## config.mk

```make
export PLATFORM = sky130hd
export DESIGN_NAME = dvm_mapper
export DESIGN_NICKNAME = d
export VERILOG_FILES = /design/src/include/dvm_pkg.sv /design/src/dvm_clamp.sv /design/src/dvm_compare.sv /design/src/dvm_mapper.sv
export SDC_FILE = /design/constraint.sdc
export NUM_CORES = 1
export LEC_CHECK = 0
export ABC_CLOCK_PERIOD_IN_PS = 31000
export BUFFER_PORTS_ARGS = -buffer_cell sky130_fd_sc_hd__buf_2
export CORE_ASPECT_RATIO = 0.7
export CORE_MARGIN = 5
export CORE_UTILIZATION = 30
export CTS_CLUSTER_SIZE = 20
export DETAILED_ROUTE_END_ITERATION = 10
export PLACE_DENSITY = 0.51
export SLEW_MARGIN = 20
export SYNTH_ARGS = -nofsm -noshare
export SYNTH_HDL_FRONTEND = slang
export SYNTH_SLANG_ARGS = --single-unit
```

## constraint.sdc

```tcl
create_clock -name clk_sys -period 31 [get_ports clk_sys]
set_clock_uncertainty 0.05 [all_clocks]
set_input_delay 0 -clock clk_sys [delete_from_list [all_inputs] [get_ports clk_sys]]
set_output_delay 0 -clock clk_sys [all_outputs]
set_load 0.02 [all_outputs]
```

## src/include/dvm_pkg.sv

```systemverilog
/*
 * package for the value mapper: limits, defaults, config carriers.
 * assumes signed 16-bit pure integers within +/-30000.
 */
package dvm_pkg;

    // -------------------------------------------------------------
    // pure number limits and widths
    // -------------------------------------------------------------
    localparam int VAL_W = 16;
    localparam logic signed [15:0] PURE_MAX = 16'sd30000;
    localparam logic signed [15:0] PURE_MIN = -16'sd30000;
    localparam logic signed [15:0] LEVEL_MAX = 16'sd30000; // +300.00%
    localparam logic signed [15:0] LEVEL_MIN = -16'sd30000; // -300.00%
    localparam int NUM_BIDIR = 4;
    localparam int NUM_OUT = 3;
    localparam int NUM_POST = 4;
    localparam int STR_W = 8;

    // -------------------------------------------------------------
    // reset values
    // -------------------------------------------------------------
    localparam logic signed [15:0] DEF_HIGH_LEVEL = 16'sh0001; // 0.01%
    localparam logic signed [15:0] DEF_LOW_LEVEL = 16'sh0000; // 0.00%
    localparam logic signed [15:0] DEF_THRESHOLD = 16'sh0000; // 0.00%
    localparam logic [1:0] DEF_OUT_SRC = 2'h0; // status flag input
    localparam logic signed [15:0] MUX_MAX_CHOICE = 16'sh0004;

    // one output comparator configuration
    typedef struct packed {
        logic rectify_en;
        logic invert_en;
        logic signed [15:0] threshold;
    } dvm_cmp_cfg_type;

    // one bidirectional terminal input configuration
    typedef struct packed {
        logic drive_en;
        logic signed [15:0] high_level;
        logic signed [15:0] input_low_level;
    } dvm_bidir_cfg_type;

endpackage

```

## src/dvm_clamp.sv

```systemverilog
/*
 * clamp of a pure integer to a target range.
 * assumes min_val <= max_val; purely combinational.
 */
`timescale 1ns/1ps
`default_nettype none

module dvm_clamp (
    input wire logic signed [15:0] in_val,  // incoming pure integer
    input wire logic signed [15:0] min_val, // target lower limit
    input wire logic signed [15:0] max_val, // target upper limit
    output logic signed [15:0] out_val      // clamped value
);

    // -------------------------------------------------------------
    // limit to target
    // -------------------------------------------------------------
    always_comb begin
        if (in_val > max_val) begin
            out_val = max_val;
        end else if (in_val < min_val) begin
            out_val = min_val;
        end else begin
            out_val = in_val;
        end
    end

endmodule
`default_nettype wire

```

## src/dvm_compare.sv

```systemverilog
/*
 * output processing of one terminal: rectify, compare, invert.
 * assumes a signed pure-integer source; combinational, registered downstream.
 */
`timescale 1ns/1ps
`default_nettype none

module dvm_compare (
    input wire logic signed [15:0] src_val,     // source pure integer
    input wire dvm_pkg::dvm_cmp_cfg_type cfg,   // rectify/invert/threshold
    output logic result                         // processed binary result
);

    logic signed [16:0] stage_val;
    logic cmp_hi;

    // -------------------------------------------------------------
    // rectifier stage, then strict comparator, then inverter
    // -------------------------------------------------------------
    always_comb begin
        if (cfg.rectify_en && src_val < 0) begin
            stage_val = -{src_val[15], src_val};
        end else begin
            stage_val = {src_val[15], src_val};
        end
        cmp_hi = stage_val > 17'(cfg.threshold);
        result = cmp_hi ^ cfg.invert_en;
    end

endmodule
`default_nettype wire

```

## src/dvm_mapper.sv

```systemverilog
/*
 * value mapper: four two-way and three output-only terminals, staging
 * posts, changeover and pure-number transfer helpers.
 * assumes asynchronous pins, one clock, same-clock configuration ports.
 */
//
// Functional notes
// - bidir terminal low selects its input_low_level, range +/-300.00%.
// - defaults: input mode, high 0.01%, low 0.00%, preset destination.
// - bidir output result computed even when driver disabled.
// - rectify on: compare magnitude of source.
// - rectify off: compare signed source directly.
// - comparator high only when strictly above threshold.
// - invert enable flips comparator result for pin and copy.
// - each output-only terminal result published internally.
// - defaults: threshold 0.00%, source from preset status flag.
// - block output active when linked to a post, value visible there.
// - zero is logic low, any nonzero value logic high.
// - linear values are signed integers within +/-30000.
// - pure integer is displayed value without point and units.
// - out-of-range transfers clamp to target limit.
// - two-state encodings: high/enabled/motor2/invert are 1.
// - binary string: rightmost bit most significant.
// - multi-state choices map to 0..4 in order.
// - changeover passes high input when control is 1, else low.
`timescale 1ns/1ps
`default_nettype none

module dvm_mapper (
    input wire logic clk_sys,                      // processing clock
    input wire logic rst_n,                        // async reset, low
    input wire logic clk_en,                       // freezes state when low
    input wire logic defaults_restore,             // load default settings
    // bidirectional terminals
    input wire logic [3:0] bidir_terminal_in,      // pin levels
    output logic [3:0] bidir_terminal_out,         // pin drive level
    output logic [3:0] bidir_terminal_oe,          // pin drive enable
    input wire logic [3:0] bidir_drive_en,         // output mode enable
    input wire logic [3:0] bidir_cfg_wr,           // load bidir config
    input wire dvm_pkg::dvm_bidir_cfg_type bidir_cfg_in, // config value
    input wire logic [3:0] bidir_cmp_wr,           // load bidir comparator
    input wire logic [3:0] out_cmp_wr,             // load output comparator
    input wire dvm_pkg::dvm_cmp_cfg_type cmp_cfg_in, // comparator value
    input wire logic [1:0] src_sel_in,             // source_link choice
    // sources for the output processing
    input wire logic [2:0] status_flag,            // preset status flags
    input wire logic signed [15:0] linear_src,     // linear source value
    // destinations
    output logic signed [15:0] destination_link [4], // bidir input values
    output logic [3:0] destination_logic,          // same, as logic
    output logic [3:0] internal_output_result,     // bidir hidden results
    output logic [2:0] output_only_terminal,       // output pin levels
    output logic [2:0] out_result,                 // published copies
    // staging posts
    input wire logic [3:0] post_link_en,           // block linked to post
    input wire logic [1:0] post_src_sel [4],       // which block output
    output logic [3:0] post_active,                // post has a source
    output logic signed [15:0] analog_post [4],    // post linear value
    output logic [3:0] digital_post,               // post logic value
    // pure-number transfer helpers
    input wire logic signed [15:0] xfer_val,       // value to transfer
    input wire logic signed [15:0] xfer_min,       // target minimum
    input wire logic signed [15:0] xfer_max,       // target maximum
    output logic signed [15:0] xfer_out,           // clamped value
    input wire logic [7:0] bin_string,             // leftmost bit = bit 7
    output logic [15:0] bin_decimal,               // decimal equivalent
    input wire logic signed [15:0] multi_src,      // multi-state source
    output logic [2:0] multi_choice,               // choice 0..4
    input wire logic co_ctrl,                      // changeover control
    input wire logic signed [15:0] co_high,        // changeover high input
    input wire logic signed [15:0] co_low,         // changeover low input
    output logic signed [15:0] co_out              // changeover output
);

    // -------------------------------------------------------------
    // reset release and pin synchronisers
    // -------------------------------------------------------------
    logic rst_meta_n;
    logic rst_sync_n;
    logic [3:0] pin_meta;
    logic [3:0] pin_sync;

    // two-flop reset release
    always_ff @(posedge clk_sys or negedge rst_n) begin
        if (!rst_n) begin
            rst_meta_n <= 1'b0;
            rst_sync_n <= 1'b0;
        end else begin
            rst_meta_n <= 1'b1;
            rst_sync_n <= rst_meta_n;
        end
    end

    // two-flop pin synchroniser
    always_ff @(posedge clk_sys or negedge rst_sync_n) begin
        if (!rst_sync_n) begin
            pin_meta <= 4'h0;
            pin_sync <= 4'h0;
        end else if (clk_en) begin
            pin_meta <= bidir_terminal_in;
            pin_sync <= pin_meta;
        end
    end

    // -------------------------------------------------------------
    // configuration storage
    // -------------------------------------------------------------
    dvm_pkg::dvm_bidir_cfg_type bidir_cfg [4];
    dvm_pkg::dvm_cmp_cfg_type bidir_cmp [4];
    dvm_pkg::dvm_cmp_cfg_type out_cmp [3];
    logic [1:0] out_src_sel [3];
    logic signed [15:0] cfg_lo_clamped;
    logic signed [15:0] cfg_hi_clamped;

    // levels limited to +/-300.00% before storage
    dvm_clamp u_lo_clamp (
        .in_val(bidir_cfg_in.input_low_level),
        .min_val(dvm_pkg::LEVEL_MIN),
        .max_val(dvm_pkg::LEVEL_MAX),
        .out_val(cfg_lo_clamped)
    );

    dvm_clamp u_hi_clamp (
        .in_val(bidir_cfg_in.high_level),
        .min_val(dvm_pkg::LEVEL_MIN),
        .max_val(dvm_pkg::LEVEL_MAX),
        .out_val(cfg_hi_clamped)
    );

    // bidir input levels and comparator settings
    always_ff @(posedge clk_sys or negedge rst_sync_n) begin
        if (!rst_sync_n) begin
            for (int i = 0; i < dvm_pkg::NUM_BIDIR; i++) begin
                bidir_cfg[i] <= '{1'b0, dvm_pkg::DEF_HIGH_LEVEL,
                    dvm_pkg::DEF_LOW_LEVEL};
                bidir_cmp[i] <= '{1'b0, 1'b0, dvm_pkg::DEF_THRESHOLD};
            end
        end else if (clk_en) begin
            for (int i = 0; i < dvm_pkg::NUM_BIDIR; i++) begin
                if (defaults_restore) begin
                    bidir_cfg[i] <= '{1'b0, dvm_pkg::DEF_HIGH_LEVEL,
                        dvm_pkg::DEF_LOW_LEVEL};
                    bidir_cmp[i] <= '{1'b0, 1'b0, dvm_pkg::DEF_THRESHOLD};
                end else begin
                    bidir_cfg[i].drive_en <= bidir_drive_en[i];
                    if (bidir_cfg_wr[i]) begin
                        bidir_cfg[i].high_level <= cfg_hi_clamped;
                        bidir_cfg[i].input_low_level <= cfg_lo_clamped;
                    end
                    if (bidir_cmp_wr[i]) begin
                        bidir_cmp[i] <= cmp_cfg_in;
                    end
                end
            end
        end
    end

    // output-only terminal settings
    always_ff @(posedge clk_sys or negedge rst_sync_n) begin
        if (!rst_sync_n) begin
            for (int i = 0; i < dvm_pkg::NUM_OUT; i++) begin
                out_cmp[i] <= '{1'b0, 1'b0, dvm_pkg::DEF_THRESHOLD};
                out_src_sel[i] <= dvm_pkg::DEF_OUT_SRC;
            end
        end else if (clk_en) begin
            for (int i = 0; i < dvm_pkg::NUM_OUT; i++) begin
                if (defaults_restore) begin
                    out_cmp[i] <= '{1'b0, 1'b0, dvm_pkg::DEF_THRESHOLD};
                    out_src_sel[i] <= dvm_pkg::DEF_OUT_SRC;
                end else if (out_cmp_wr[i]) begin
                    out_cmp[i] <= cmp_cfg_in;
                    out_src_sel[i] <= src_sel_in;
                end
            end
        end
    end

    // -------------------------------------------------------------
    // source selection and output processing
    // -------------------------------------------------------------
    logic signed [15:0] out_src [3];
    logic signed [15:0] bidir_src [4];
    logic [2:0] next_out_result;
    logic [3:0] next_bidir_result;

    // source_link: 0 own status flag, 1 linear, 2/3 flag as 0/1 constant
    always_comb begin
        for (int i = 0; i < dvm_pkg::NUM_OUT; i++) begin
            unique case (out_src_sel[i])
                2'h0: out_src[i] = {15'h0000, status_flag[i]};
                2'h1: out_src[i] = linear_src;
                2'h2: out_src[i] = 16'sh0000;
                2'h3: out_src[i] = 16'sh0001;
            endcase
        end
        // bidir outputs watch the linear source
        for (int i = 0; i < dvm_pkg::NUM_BIDIR; i++) begin
            bidir_src[i] = linear_src;
        end
    end

    genvar g;
    generate
        for (g = 0; g < dvm_pkg::NUM_OUT; g++) begin : g_out
            dvm_compare u_cmp (
                .src_val(out_src[g]),
                .cfg(out_cmp[g]),
                .result(next_out_result[g])
            );
        end
        for (g = 0; g < dvm_pkg::NUM_BIDIR; g++) begin : g_bidir
            dvm_compare u_cmp (
                .src_val(bidir_src[g]),
                .cfg(bidir_cmp[g]),
                .result(next_bidir_result[g])
            );
        end
    endgenerate

    // registered results, independent of drive enable
    always_ff @(posedge clk_sys or negedge rst_sync_n) begin
        if (!rst_sync_n) begin
            out_result <= 3'h0;
            output_only_terminal <= 3'h0;
            internal_output_result <= 4'h0;
            bidir_terminal_out <= 4'h0;
            bidir_terminal_oe <= 4'h0;
        end else if (clk_en) begin
            out_result <= next_out_result;
            output_only_terminal <= next_out_result;
            internal_output_result <= next_bidir_result;
            bidir_terminal_out <= next_bidir_result;
            for (int i = 0; i < dvm_pkg::NUM_BIDIR; i++) begin
                bidir_terminal_oe[i] <= bidir_cfg[i].drive_en;
            end
        end
    end

    // -------------------------------------------------------------
    // input value selection toward destination_link
    // -------------------------------------------------------------
    always_ff @(posedge clk_sys or negedge rst_sync_n) begin
        if (!rst_sync_n) begin
            for (int i = 0; i < dvm_pkg::NUM_BIDIR; i++) begin
                destination_link[i] <= dvm_pkg::DEF_LOW_LEVEL;
            end
            destination_logic <= 4'h0;
        end else if (clk_en) begin
            for (int i = 0; i < dvm_pkg::NUM_BIDIR; i++) begin
                if (pin_sync[i]) begin
                    destination_link[i] <= bidir_cfg[i].high_level;
                    destination_logic[i] <= bidir_cfg[i].high_level != 0;
                end else begin
                    destination_link[i] <= bidir_cfg[i].input_low_level;
                    destination_logic[i] <= bidir_cfg[i].input_low_level != 0;
                end
            end
        end
    end

    // -------------------------------------------------------------
    // staging posts
    // -------------------------------------------------------------
    logic signed [15:0] post_in [4];

    // block output choice: 0..2 output results, 3 bidir 0 destination
    always_comb begin
        for (int i = 0; i < dvm_pkg::NUM_POST; i++) begin
            unique case (post_src_sel[i])
                2'h0: post_in[i] = {15'h0000, next_out_result[0]};
                2'h1: post_in[i] = {15'h0000, next_out_result[1]};
                2'h2: post_in[i] = {15'h0000, next_out_result[2]};
                2'h3: post_in[i] = destination_link[0];
            endcase
        end
    end

    always_ff @(posedge clk_sys or negedge rst_sync_n) begin
        if (!rst_sync_n) begin
            for (int i = 0; i < dvm_pkg::NUM_POST; i++) begin
                analog_post[i] <= 16'sh0000;
            end
            digital_post <= 4'h0;
            post_active <= 4'h0;
        end else if (clk_en) begin
            post_active <= post_link_en;
            for (int i = 0; i < dvm_pkg::NUM_POST; i++) begin
                if (post_link_en[i]) begin
                    analog_post[i] <= post_in[i];
                    digital_post[i] <= post_in[i] != 0;
                end
            end
        end
    end

    // -------------------------------------------------------------
    // pure-number transfer helpers
    // -------------------------------------------------------------
    logic signed [15:0] xfer_pure;
    logic signed [15:0] xfer_clamped;
    logic signed [15:0] multi_clamped;
    logic [15:0] next_bin_decimal;

    // the transfer value is first held within the +/-30000 system range
    dvm_clamp u_pure_clamp (
        .in_val(xfer_val),
        .min_val(dvm_pkg::PURE_MIN),
        .max_val(dvm_pkg::PURE_MAX),
        .out_val(xfer_pure)
    );

    dvm_clamp u_xfer_clamp (
        .in_val(xfer_pure),
        .min_val(xfer_min),
        .max_val(xfer_max),
        .out_val(xfer_clamped)
    );

    dvm_clamp u_multi_clamp (
        .in_val(multi_src),
        .min_val(16'sh0000),
        .max_val(dvm_pkg::MUX_MAX_CHOICE),
        .out_val(multi_clamped)
    );

    // reversed bit order: leftmost bit carries weight one
    always_comb begin
        next_bin_decimal = 16'h0000;
        for (int i = 0; i < dvm_pkg::STR_W; i++) begin
            next_bin_decimal[i] = bin_string[dvm_pkg::STR_W - 1 - i];
        end
    end

    always_ff @(posedge clk_sys or negedge rst_sync_n) begin
        if (!rst_sync_n) begin
            xfer_out <= 16'sh0000;
            bin_decimal <= 16'h0000;
            multi_choice <= 3'h0;
            co_out <= 16'sh0000;
        end else if (clk_en) begin
            xfer_out <= xfer_clamped;
            bin_decimal <= next_bin_decimal;
            multi_choice <= multi_clamped[2:0];
            co_out <= co_ctrl ? co_high : co_low;
        end
    end

endmodule
`default_nettype wire

```

; ---- Word-level counts from Yosys, hierarchy flattened
; Index checks and enable logic that the tools add are counted.
[word_totals]
register_bits = 468
output_inout_bits = 209
input_bits = 213
[op_classes]
add_sub_neg = 4
reduce_logical = 52
eq_ne = 21
n_bitwise = 7
order_cmp = 21
n_mux = 61
[op_table]
columns = cell, n
row1 = 16-bit one-hot mux with 4 select lines, 7
row2 = 32-bit nonzero test, 12
row3 = 18-bit two-way mux, 14
row4 = 16-bit two-way mux, 13
row5 = 33-bit two-way mux, 4
row6 = 32-bit two-way mux, 4
row7 = 17-bit by 16-bit > comparator with 1-bit output, 7
row8 = 17-bit two-way mux, 7
row9 = 16-bit by 1-bit < comparator with 1-bit output (second input constant), 5
row10 = 17-bit negator, 4
row11 = 16-bit > comparator (second input constant), 3
row12 = 16-bit < comparator (second input constant), 3
row13 = 2-bit AND reduction, 15
row14 = 2-bit == test (second input constant), 14
row15 = 2-bit nonzero test, 11
row16 = 16-bit > comparator, 1
row17 = 16-bit by 4-bit > comparator with 1-bit output (second input constant), 1
row18 = 16-bit < comparator, 1
row19 = 2-bit by 1-bit == test with 1-bit output (second input constant), 7
row20 = 2-bit logical NOT, 7
row21 = 2-bit two-way mux, 6
row22 = 1-bit logical AND, 7
row23 = 1-bit XOR, 7
row24 = 3-bit two-way mux, 2
row25 = 1-bit two-way mux, 4

; ---- Depth between registers and ports, before layout
; Gate-level depths: netlist (run 1).
[depth]
word_depth = 9
mapped_depth = 18

; ---- Cells and area by module
; A second synthesis (run 1) with hierarchy kept.
[unflattened]
hier_cells = 3385
area_unflattened_um2 = 30595.6
[by_module_without_submodules]
columns = mod, n_inst, seq_area_each_um2, cells_per_inst, area_per_inst_um2
row1 = dvm_mapper, 1, 11716.2, 1691, 18791.8
row2 = dvm_clamp, 5, 0.0, 184, 1229.9
row3 = dvm_compare (g_bidir[1].u_cmp ...), 6, 0.0, 109, 793.3
row4 = dvm_compare (g_bidir[0].u_cmp), 1, 0.0, 120, 894.6

; ---- Least setup slack after synthesis (run 1)
; Ideal clock, no wire load.
[synth_timing]
path_kind = register to register
from = register out_src_sel[2] in the netlist's numbering
to = register analog_post[0] in the netlist's numbering
setup_ps = 83
setup_slack_ps = 27209
n_path_buf = 2
arrival_ps = 3659
required_ps = 30867
stages_incl_launch_ff = 18
period_less_slack_ps = 3791
path_cell_list = dfrtp_1 -> nor2b_1 -> clkbuf_1 -> nand2_1 -> ha_1 -> and3b_1 -> a21oi_1 -> xnor2_1 -> nor2_1 -> ha_1 -> nand4_1 -> nor3_1 -> a21o_1 -> clkbuf_2 -> a2111oi_0 -> or3b_2 -> or3_1 -> o21ai_0
[synth_via]
elab_chain_cells = 8
word_cells_on_any_way = 12
cone_classes = 1 x add/sub / 2 x order compare / 3 x eq/ne / 3 x mux / 1 x bitwise / 2 x reduce/logical
[synth_rtl]
columns = element, line
row1 = "start, declared", dvm_mapper.sv:111  ; logic [1:0] out_src_sel [3];
row2 = "start signal, assigned by index", dvm_mapper.sv:163  ; out_src_sel[i] <= dvm_pkg::DEF_OUT_SRC;
row3 = "start signal, assigned by index", dvm_mapper.sv:169  ; out_src_sel[i] <= dvm_pkg::DEF_OUT_SRC;
row4 = "start signal, assigned by index", dvm_mapper.sv:172  ; out_src_sel[i] <= src_sel_in;
row5 = "2-bit == test, or another cell as far along", dvm_mapper.sv:189  ; unique case (out_src_sel[i])
row6 = 16-bit one-hot mux with 4 select lines *, dvm_mapper.sv:189
row7 = 16-bit by 1-bit < comparator with 1-bit output, dvm_compare.sv:21  ; if (cfg.rectify_en && src_val < 0) begin
row8 = 1-bit logical AND, dvm_compare.sv:21
row9 = 17-bit two-way mux *, dvm_compare.sv:21
row10 = 17-bit by 16-bit > comparator with 1-bit output *, dvm_compare.sv:26  ; cmp_hi = stage_val > 17'(cfg.threshold);
row11 = 1-bit XOR *, dvm_compare.sv:27  ; result = cmp_hi ^ cfg.invert_en;
row12 = 16-bit one-hot mux with 4 select lines *, dvm_mapper.sv:269  ; unique case (post_src_sel[i])
row13 = "end signal, assigned by index", dvm_mapper.sv:289  ; analog_post[i] <= post_in[i];
row14 = "end, declared", dvm_mapper.sv:58  ; output logic signed [15:0] analog_post [4],
; Every way passes the cells marked *; elsewhere a longest branch is shown, timed or not.
; A chain may end at the register's enable or synchronous reset.

; ---- Final worst setup path (run 1)
[layout_timing]
from = register out_src_sel[1] in the netlist's numbering
to = register digital_post[3]
[layout_via]
elab_chain_cells = 9
word_cells_on_any_way = 13
cone_classes = 1 x add/sub / 2 x order compare / 3 x eq/ne / 3 x mux / 1 x bitwise / 3 x reduce/logical
[layout_rtl]
columns = element, line
row1 = "2-bit == test, or another cell as far along", dvm_mapper.sv:189
row2 = 16-bit one-hot mux with 4 select lines *, dvm_mapper.sv:189
row3 = 16-bit by 1-bit < comparator with 1-bit output, dvm_compare.sv:21
row4 = 1-bit logical AND, dvm_compare.sv:21
row5 = 17-bit two-way mux *, dvm_compare.sv:21
row6 = 17-bit by 16-bit > comparator with 1-bit output *, dvm_compare.sv:26
row7 = 1-bit XOR *, dvm_compare.sv:27
row8 = 16-bit one-hot mux with 4 select lines *, dvm_mapper.sv:269
row9 = 32-bit nonzero test *, dvm_mapper.sv:290  ; digital_post[i] <= post_in[i] != 0;
row10 = "end signal, assigned", dvm_mapper.sv:283  ; digital_post <= 4'h0;
row11 = "end signal, assigned by index", dvm_mapper.sv:290
row12 = "end, declared", dvm_mapper.sv:59  ; output logic [3:0] digital_post,
; Marked as above.

==> results.ini, run 1 <==
[clock_tree]
clock_latency_ns = 0.62
tritoncts = built
cts.path.max_buffers = 3
path_clk_slew_ns = 0.06
cts-root-buf = clkbuf_16
cts_made_buffers = 51
htreeDepth = 2
post_cts_buffers = 0
clock_sinks = 468
cts_resized = 0

[timing]
fin_crit_sh_pct = 19.0
fin_setup_tns_ns = 0
finalSetupViolCount = 0
slew_viol_final = 0
fmax_mhz = 170
fin_ws_ns = 25.10
rsz0062_at_grt = no
holdWs_ns = 0.0595
relSlewSlack_pct = 22.8
worst_slew_pin_slew_ns = 1.15
hold_violations = 0
post-route-min-period_ns = 5.90

[finish]
fin_area_mm2 = 0.0323
syn_to_final_growth_pct = 26.8
layout.nets = 3659
layoutNonFillerInstCount = 4468
drive_above_1_share_pct = 17.9
layout.cells.most_common = dfrtp_1
layout_common_cells = dfrtp_1 (463), buf_2 (410), nand2_1 (361)

[pwr]
power.share.clock_pct = 35.9
p_leak_uw = 0.0152
seq_power_share_pct = 40.1
p_int_uw = 1240
ir_drop_mv = 0.0415
netSwitchingPower_uw = 613
swShare_pct = 33.1
p_comb_share_pct = 24.0
cellPowerDensity_mw_per_mm2 = 57.5

[logic_synthesis]
synth_async_sr_flop_share_pct = 100
syn_inst = 2765
synth_edf_count = 0
ys_seq_area_share_pct = 46.0
ys_warn_count = 0
ys_types = 77
ys_ff_latch = 468
ys.flop_type = dfrtp_1
synth_area_mm2 = 0.0255
avgSynthCellArea_um2 = 9.21

[job]
drv_cap = 0

[global_routing]
grt_pass1_wl_mm = 138
grt_usage_pct = 19.7
grt_start_max_net_pins = 87
grt_pass1_vias = 21700
grt-ovfl-total = 0
antenna_found_initial = 11

[die]
pin_count = 422
die_height_um = 254
initial_core_util_pct = 30.2
die-area_mm2 = 0.0909
die_x_um = 358
core_mm2 = 0.0842
row_count = 89

[placement]
dp_hpwl_mm = 66.6
gp_congestion = 0.867
dp_cells = 4184
place_area_mm2 = 0.0286
preCtsSetupSlack_ns = 25.61
port_buffers = 411

[drt]
drt_wl_total_mm = 91.2
ant_nets = 0
drt_first_pass_iters = 7
wire_per_inst_um = 20.4
route.detailed.drc = 0
num_vias = 22100
first_iter_violations = 1704
via_per_inst = 4.96

[worst_setup_path]
r2r_slack_ns = 25.10
cp_top_family = compound AO/OA/AOI/OAI gates
crit_chain = nand2b_1 -> o22ai_1 -> o21ai_0 -> o21ai_0 -> xor2_1 -> nor2_1 -> ha_1 -> nand4_1 -> a211oi_1 -> a211o_1 -> a2111o_1 -> nand4_1 -> dlygate4sd3_1 -> o311ai_0 -> dlygate4sd3_1 -> o21ai_0 -> dlygate4sd3_1
end_kind = register
regToRegStartpoint = out_src_sel[1]
crit_fanout = 13
timing.rr.end = digital_post[3]
critPathLaunchType = register
slowest_stage = dlygate4sd3_1
cp.buffers_inverters = 3
crit_type = reg -> reg
arrival_ns = 6.41
cp.required_ns = 31.51
slowest_delay_ns = 0.61
r2r_cells = 17

[status]
status = finished clean

[worst_hold_path]
min_path_type = in -> reg
hp-start = cmp_cfg_in[12]
hold_end = out_cmp[12]
whs_path_depth = 3

layer usage:
layer	vias to the layer above	wire (µm)	GRT usage, %
met5	-	34	0
met3	99	7650	4.89
met1	10600	44800	29.8
met2	727	37200	28.6
met4	6	1470	3.61
li1	10700	-	-
what timing repair did:
item,4_1_cts,5_1_grt
hold buffers,189,0
setup endpoints to repair,0,0
hold endpoints to repair,320,0
state kept, by name (all words and copies together), names as in the netlist, 6 cells and up:
name and count:
destination_link 64, out_src_sel 6, analog_post 64, xfer_out 16, bidir_cmp 72, out_cmp 54, bin_decimal 8, co_out 16
bidir_cfg 132
synth_stat cells, types with 16 or more instances:
master,number,area (µm²)
nand2_1,361,1360
mux2i_1,85,851
nand4_1,36,225
dfrtp_1,464,11600
nor2_1,241,905
o21ai_0,325,1630
a21oi_1,152,761
o21a_1,22,165
mux2_2,26,293
a211oi_1,16,120
clkbuf_1,131,492
xor2_1,64,561
a22o_1,71,622
nor2b_1,24,150
a21o_1,34,255
inv_1,166,623
nand3_1,33,165
xnor2_1,26,228
o31ai_1,17,128
nor3_1,19,95.1
nor4_1,46,288
ha_1,157,1960
cell type report:
class,count,area [µm²]
fillers,8693,51900
multi-input cells,1974,12500
flip-flops and latches,468,11700
repair buffers,627,4170
clock buffers,71,1450
well taps,1137,1420
inverters,167,627
clock inverters,22,353
diodes,2,5.00
power groups by stage:
stage | registers (µW) | clock network [µW] | logic [µW]
floorplan | 780 | 0 | 230
global route | 755 | 707 | 495
global placement | 754 | 0 | 413
detailed placement | 755 | 0 | 416
finish | 744 | 666 | 446
CTS | 744 | 683 | 446
stage by stage:
stage / util (%) / power [µW]
CTS: 38.3 / 1870
global route: 38.3 / 1960
floorplan: - / 1010
global placement: 33.9 / 1170
finish: 38.3 / 1860
detailed placement: 33.9 / 1170
worst max path at each step:
stage,start,to,slack (ns),depth (start not counted)
6_report,out_src_sel[1],digital_post[3],25.10,17
2_1_floorplan,rst_sync_n,analog_post[0],16.95,0
3_3_place_gp,linear_src[0],internal_output_result[1],25.62,17
3_5_place_dp,linear_src[0],internal_output_result[1],25.61,17
4_1_cts,out_src_sel[5],digital_post[3],25.16,17
5_1_grt,out_src_sel[5],analog_post[16],24.61,18
cells by family after synthesis:
logic type,synth area share [%]
multiplexers,4.49
other,0.0295
flip-flops,46.0
buffers and inverters,5.14
XOR/XNOR,3.10
AND/OR/NAND/NOR,15.1
adder cells (fa/ha/maj),7.72
AO/OA/AOI/OAI,18.4
worst min-delay path, delay by kind of cell:
kind | cells | cell delay, ns
AND/OR/NAND/NOR | 1 | 0.40
buffers and inverters | 1 | 0.12
AO/OA/AOI/OAI | 1 | 0.16
(Power assumes the default switching activity.)
==> run 2, diff against run 1 <==
ABC_CLOCK_PERIOD_IN_PS = 6000   (was 31000)
clock period = 6 ns   (was 31 ns; I/O delays follow)
==> results.ini, run 2 (synthesized netlist as in run 1, its figures left out) <==
[status]
status = finished clean  ; unchanged

[timing]
worst_slew_pin_slew_ns = 1.05  ; was 1.15 ns
finalSetupViolCount = 0  ; unchanged
fmax_mhz = 178  ; was 170 MHz
relSlewSlack_pct = 29.4  ; was 22.8%
rsz0062_at_grt = no  ; unchanged
post-route-min-period_ns = 5.61  ; was 5.90 ns
hold_violations = 0  ; unchanged
fin_setup_tns_ns = 0  ; unchanged
slew_viol_final = 0  ; unchanged
fin_crit_sh_pct = 93.5  ; was 19.0%

[global_routing]
grt_pass1_vias = 22000  ; was 21,700
grt_start_max_net_pins = 155  ; was 87
antenna_found_initial = 14  ; was 11
grt_pass1_wl_mm = 137  ; was 138 mm
grt_usage_pct = 19.5  ; was 19.7%
grt-ovfl-total = 0  ; unchanged

[worst_setup_path]
end_kind = register  ; unchanged
cp_top_family = compound AO/OA/AOI/OAI gates  ; unchanged
cp.buffers_inverters = 3  ; unchanged
slowest_stage = dlygate4sd3_1  ; unchanged
crit_type = reg -> reg  ; unchanged
r2r_slack_ns = 0.39  ; was 25.10 ns
crit_fanout = 13  ; unchanged
critPathLaunchType = register  ; unchanged
slowest_delay_ns = 0.60  ; was 0.61 ns
arrival_ns = 6.11  ; was 6.41 ns
cp.required_ns = 6.50  ; was 31.51 ns
crit_chain = nand2b_2 -> o22ai_2 -> o21ai_0 -> o21ai_0 -> xor2_1 -> nor2_1 -> ha_1 -> nand4_1 -> a211oi_1 -> a211o_1 -> a2111o_1 -> nand4_1 -> dlygate4sd3_1 -> o311ai_0 -> dlygate4sd3_1 -> o21ai_0 -> dlygate4sd3_1  ; was nand2b_1 -> o22ai_1 -> o21ai_0 -> o21ai_0 -> xor2_1 -> nor2_1 -> ha_1 -> nand4_1 -> a211oi_1 -> a211o_1 -> a2111o_1 -> nand4_1 -> dlygate4sd3_1 -> o311ai_0 -> dlygate4sd3_1 -> o21ai_0 -> dlygate4sd3_1

[die]
initial_core_util_pct = 30.2  ; unchanged
row_count = 89  ; unchanged
die_x_um = 358  ; unchanged
die_height_um = 254  ; unchanged
core_mm2 = 0.0842  ; unchanged
die-area_mm2 = 0.0909  ; unchanged
pin_count = 422  ; unchanged

[pwr]
power_uw = 9540  ; was 1860 µW
cellPowerDensity_mw_per_mm2 = 295  ; was 57.5 mW/mm²
p_leak_uw = 0.0152  ; about the same
ir_drop_mv = 0.259  ; was 0.0415 mV

[clock_tree]
cts-root-buf = clkbuf_16  ; unchanged
tritoncts = built  ; unchanged
post_cts_buffers = 0  ; unchanged
clock_latency_ns = 0.62  ; about the same
htreeDepth = 2  ; unchanged
path_clk_slew_ns = 0.06  ; about the same
clock_sinks = 468  ; unchanged
cts.path.max_buffers = 3  ; unchanged
cts_made_buffers = 53  ; was 51

[finish]
fillers = 8592  ; was 8,693
top_register = bidir_cfg  ; unchanged
drive_above_1_share_pct = 18.0  ; was 17.9%
layoutNonFillerInstCount = 4477  ; was 4,468
layout.cells.most_common = dfrtp_1  ; unchanged
largest_register_ffs = 132  ; unchanged
layout.nets = 3667  ; was 3,659
finalCoreUtilization_pct = 38.4  ; was 38.3%
reg_top3 = bidir_cfg x132, bidir_cmp x72  ; unchanged
syn_to_final_growth_pct = 27.1  ; was 26.8%
layout_common_cells = dfrtp_1 (463), buf_2 (410), nand2_1 (361)  ; unchanged

[placement]
dp_hpwl_mm = 66.7  ; was 66.6 mm
dp_cells = 4185  ; was 4,184
gp_congestion = 0.878  ; was 0.867
port_buffers = 411  ; unchanged

[drt]
route.detailed.drc = 0  ; unchanged
first_iter_violations = 1822  ; was 1,704
wl_met2_mm = 36.4  ; was 37.2 mm
drt-met1-wl_mm = 45.0  ; was 44.8 mm
num_vias = 22300  ; was 22,100
drt_first_pass_iters = 5  ; was 7
drt_wl_total_mm = 91.1  ; was 91.2 mm
top_layer_used = met5  ; unchanged
via_per_inst = 4.99  ; was 4.96
dr_wl_met3_mm = 8.05  ; was 7.65 mm
wire_per_inst_um = 20.4  ; about the same
ant_nets = 0  ; unchanged

[job]
drv_cap = 0  ; unchanged

[worst_hold_path]
min_path_type = in -> reg  ; unchanged

==> run 2: changes by cell type in the layout (fill, tap and decap cells not counted), moves of 2 or more <==
cell	delta
dlygate4sd3_1	+4
buf_12	+3
bufinv_16	-3
clkbuf_1	+2
clkbuf_16	+2
clkbuf_8	+2
clkinv_2	-2
diode_2	+2
inv_6	+2
nand2b_1	-2
nand2b_2	+2
o22ai_1	-2
o22ai_2	+2
==> run 2: routing by layer <==
layer	vias up	track usage (%)
met2	764	27.9
met3	111	5.09
met5	-	0
met4	6	3.95
li1	10800	-
met1	10700	29.5
==> run 2: final timing paths <==
kind	from	endpoint	cells after the start
setup reg to reg	out_src_sel[1]	analog_post[32]	17
min in group asynchronous	rst_n	rst_meta_n	3
setup / recovery	out_src_sel[1]	analog_post[32]	17
hold reg to reg	rst_meta_n	rst_sync_n	0
hold / removal	cmp_cfg_in[16]	out_cmp[52]	3
max in group asynchronous	rst_sync_n	analog_post[53]	1
==> run 2: per-stage QoR <==
| step | worst slack [ns] | hold WS [ns] | cell area (µm²) |
|---|---|---|---|
| 3_5_place_dp | 1.04 | -0.256 | 28600 |
| 2_1_floorplan | 1.38 | -0.346 | 25500 |
| 3_3_place_gp | 1.23 | -0.253 | 28600 |
| 6_report | 0.391 | 0.0442 | 32400 |
| 5_1_grt | 0.101 | 0.0338 | 32400 |
| 4_1_cts | 0.234 | 0.00280 | 32300 |
==> run 2: final cells by class <==
| class | count | area [µm²] | area share, % |
|---|---|---|---|
| Multi-Input combinational cell | 1974 | 12600 | 38.8 |
| Sequential cell | 468 | 11700 | 36.2 |
| Timing Repair Buffer | 633 | 4250 | 13.1 |
| Clock buffer | 77 | 1540 | 4.75 |
| Tap cell | 1137 | 1420 | 4.40 |
| Inverter | 167 | 627 | 1.94 |
| Clock inverter | 17 | 243 | 0.750 |
| Antenna cell | 4 | 10.0 | 0.0309 |
==> run 2: worst reg2reg max path, stage by stage, from the launching register on <==
cell and delay (ns):
dfrtp_1 0.42, nand2b_2 0.33, o22ai_2 0.31, o21ai_0 0.23
o21ai_0 0.26, xor2_1 0.18, nor2_1 0.06, ha_1 0.30
nand4_1 0.26, a211oi_1 0.10, a211o_1 0.32, a2111o_1 0.56
nand4_1 0.14, dlygate4sd3_1 0.55, o311ai_0 0.11, dlygate4sd3_1 0.60
o21ai_0 0.19, dlygate4sd3_1 0.58
==> run 2: power by group <==
group | internal [µW] | total, µW | switching (µW)
sequential | 3520 | 3840 | 326
clock | 1950 | 3380 | 1420
combinational | 902 | 2320 | 1420
==> run 2: timing repair <==
| item | in CTS | in global routing |
|---|---|---|
| endpoints found under the setup margin | 0 | 3 |
| resized for setup | 0 | 5 |
| hold buffers | 193 | 0 |
| hold endpoints to repair | 367 | 0 |
==> run 3, diff against run 2 <==
CORE_UTILIZATION = 32   (was 30)
PLACE_DENSITY = 0.53   (was 0.51)
==> results.ini, run 3 (synthesized netlist as in run 1, its figures left out) <==
[status]
status = finished clean  ; unchanged

[worst_setup_path]
crit_type = reg -> reg  ; unchanged
regToRegStartpoint = out_src_sel[1]  ; unchanged
critPathLaunchType = register  ; unchanged
end_kind = register  ; unchanged
cp.required_ns = 6.51  ; was 6.50 ns
crit_fanout = 13  ; unchanged
arrival_ns = 6.17  ; was 6.11 ns
critPathLaunch = out_src_sel[1]  ; unchanged

[global_routing]
antenna_found_initial = 9  ; was 14
grt_pass1_vias = 22000  ; about the same
grt_pass1_wl_mm = 137  ; about the same
grt_usage_pct = 20.5  ; was 19.5%
grt-ovfl-total = 0  ; unchanged
grt_start_max_net_pins = 160  ; was 155

[pwr]
swShare_pct = 32.9  ; was 33.2%
p_comb_share_pct = 23.9  ; was 24.3%
ir_drop_mv = 0.218  ; was 0.259 mV
cellPowerDensity_mw_per_mm2 = 298  ; was 295 mW/mm²
netSwitchingPower_uw = 3160  ; was 3170 µW
p_int_uw = 6460  ; was 6370 µW
power.share.clock_pct = 36.2  ; was 35.4%
p_leak_uw = 0.0152  ; about the same
seq_power_share_pct = 39.9  ; was 40.3%

[timing]
worst_slew_pin_slew_ns = 1.16  ; was 1.05 ns
rsz0062_at_grt = no  ; unchanged
finalSetupViolCount = 0  ; unchanged
fin_crit_sh_pct = 94.3  ; was 93.5%
post-route-min-period_ns = 5.66  ; was 5.61 ns
hold_violations = 0  ; unchanged
fin_setup_tns_ns = 0  ; unchanged
fmax_mhz = 177  ; was 178 MHz
relSlewSlack_pct = 22.3  ; was 29.4%
slew_viol_final = 0  ; unchanged

[placement]
dp_hpwl_mm = 64.0  ; was 66.7 mm
port_buffers = 411  ; unchanged
gp_congestion = 0.880  ; was 0.878
place_area_mm2 = 0.0286  ; about the same

[clock_tree]
cts-root-buf = clkbuf_16  ; unchanged
post_cts_buffers = 0  ; unchanged
htreeDepth = 2  ; unchanged
path_clk_slew_ns = 0.07  ; was 0.06 ns
cts.path.max_buffers = 3  ; unchanged
cts_made_buffers = 52  ; was 53
clock_sinks = 468  ; unchanged
tritoncts = built  ; unchanged
clock_latency_ns = 0.63  ; was 0.62 ns

[drt]
via_per_inst = 5.09  ; was 4.99
route.detailed.drc = 0  ; unchanged
drt_first_pass_iters = 5  ; unchanged
ant_nets = 0  ; unchanged
wire_per_inst_um = 20.5  ; was 20.4 µm
num_vias = 22300  ; about the same
drt_wl_total_mm = 89.7  ; was 91.1 mm
first_iter_violations = 1857  ; was 1,822

[die]
row_count = 86  ; was 89
die-area_mm2 = 0.0854  ; was 0.0909 mm²
initial_core_util_pct = 32.3  ; was 30.2%
die_x_um = 347  ; was 358 µm
die_height_um = 246  ; was 254 µm
core_mm2 = 0.0788  ; was 0.0842 mm²
pin_count = 422  ; unchanged

[finish]
drive_above_1_share_pct = 18.3  ; was 18.0%
layout.cells.most_common = dfrtp_1  ; unchanged
largest_register_ffs = 132  ; unchanged
reg_top3 = bidir_cfg x132, bidir_cmp x72  ; unchanged
top_register = bidir_cfg  ; unchanged
layout.nets = 3656  ; was 3,667
fin_area_mm2 = 0.0322  ; was 0.0324 mm²
layout_common_cells = dfrtp_1 (463), buf_2 (410), nand2_1 (361)  ; unchanged
syn_to_final_growth_pct = 26.7  ; was 27.1%
finalCoreUtilization_pct = 40.9  ; was 38.4%

[worst_hold_path]
min_path_type = in -> reg  ; unchanged
hp-start = cmp_cfg_in[0]  ; was cmp_cfg_in[16]

[job]
drv_cap = 0  ; unchanged

-- run 3: cell count changes in the layout (fill, tap and decap cells not counted), moves of 2 or more --
cell,delta
dlygate4sd3_1,-13
bufinv_16,+2
nand2b_2,-2
nand2b_1,+2
clkinv_2,+6
buf_4,+3
clkbuf_8,+3
clkbuf_1,-6
-- run 3: critical path, stage by stage (launching register included) --
cell,delay [ns]
dfrtp_1,0.41
nand2b_1,0.39
o22ai_2,0.39
ha_1,0.32
a21oi_1,0.12
xnor2_1,0.18
nor2_1,0.07
ha_1,0.31
a21oi_1,0.16
o21ai_0,0.21
a211o_1,0.30
a2111o_1,0.54
nand4_1,0.15
dlygate4sd3_1,0.56
o311ai_0,0.13
dlygate4sd3_1,0.60
o21ai_0,0.15
dlygate4sd3_1,0.56
-- run 3: layer usage --
layer	wire (µm)	GRT usage, %	share of wire (%)
met1	43700	30.6	49
met2	36900	30.2	41
met5	16	0	0.018
met4	1220	3.47	1.4
met3	7850	5.33	8.8
-- run 3: path summary, 6_finish.rpt --
| path | depth (start not counted) | to | slack [ns] |
|---|---|---|---|
| hold / removal | 3 | out_cmp[36] | 0.02 |
| min in group asynchronous | 3 | rst_sync_n | 0.21 |
| hold reg to reg | 0 | bidir_cmp[42] | 0.29 |
| setup / recovery | 17 | analog_post[32] | 0.34 |
| setup reg to reg | 17 | analog_post[32] | 0.34 |
| max in group asynchronous | 1 | out_cmp[51] | 4.22 |
-- run 3: repair_timing --
| item | 4_1_cts | 5_1_grt |
|---|---|---|
| hold buffers | 180 | 0 |
| gates resized for setup | 0 | 3 |
| endpoints found under the setup margin | 0 | 3 |
| endpoints found under the hold margin | 379 | 0 |
-- run 3: stage by stage --
| step | worst slack (ns) | power, µW | instances | hold slack, ns |
|---|---|---|---|---|
| CTS | 0.291 | 9720 | 4385 | 0.00258 |
| global route | 0.00535 | 10100 | 4386 | 0.0324 |
| global placement | 1.35 | 6020 | 4108 | -0.261 |
| floorplan | 1.38 | 5220 | 2772 | -0.346 |
| finish | 0.340 | 9620 | 4388 | 0.0213 |
| detailed placement | 1.19 | 6040 | 4108 | -0.261 |
-- run 3: layout make-up --
type                            instances  area [µm²]
Clock buffer                           73        1530
Multi-Input combinational cell       1974       12600
Timing Repair Buffer                  623        4160
Inverter                              167         627
Tap cell                             1056        1320
Antenna cell                            3        7.51
Fill cell                            7901       46500
Sequential cell                       468       11700
Clock inverter                         24         333
-- run 3: power groups by stage --
stage / Combinational (µW) / Sequential, µW / Clock, µW
2_1_floorplan: 1190 / 4030 / 0
6_report: 2300 / 3840 / 3490
5_1_grt: 2550 / 3890 / 3710
3_3_place_gp: 2140 / 3890 / 0
4_1_cts: 2300 / 3840 / 3580
3_5_place_dp: 2150 / 3890 / 0
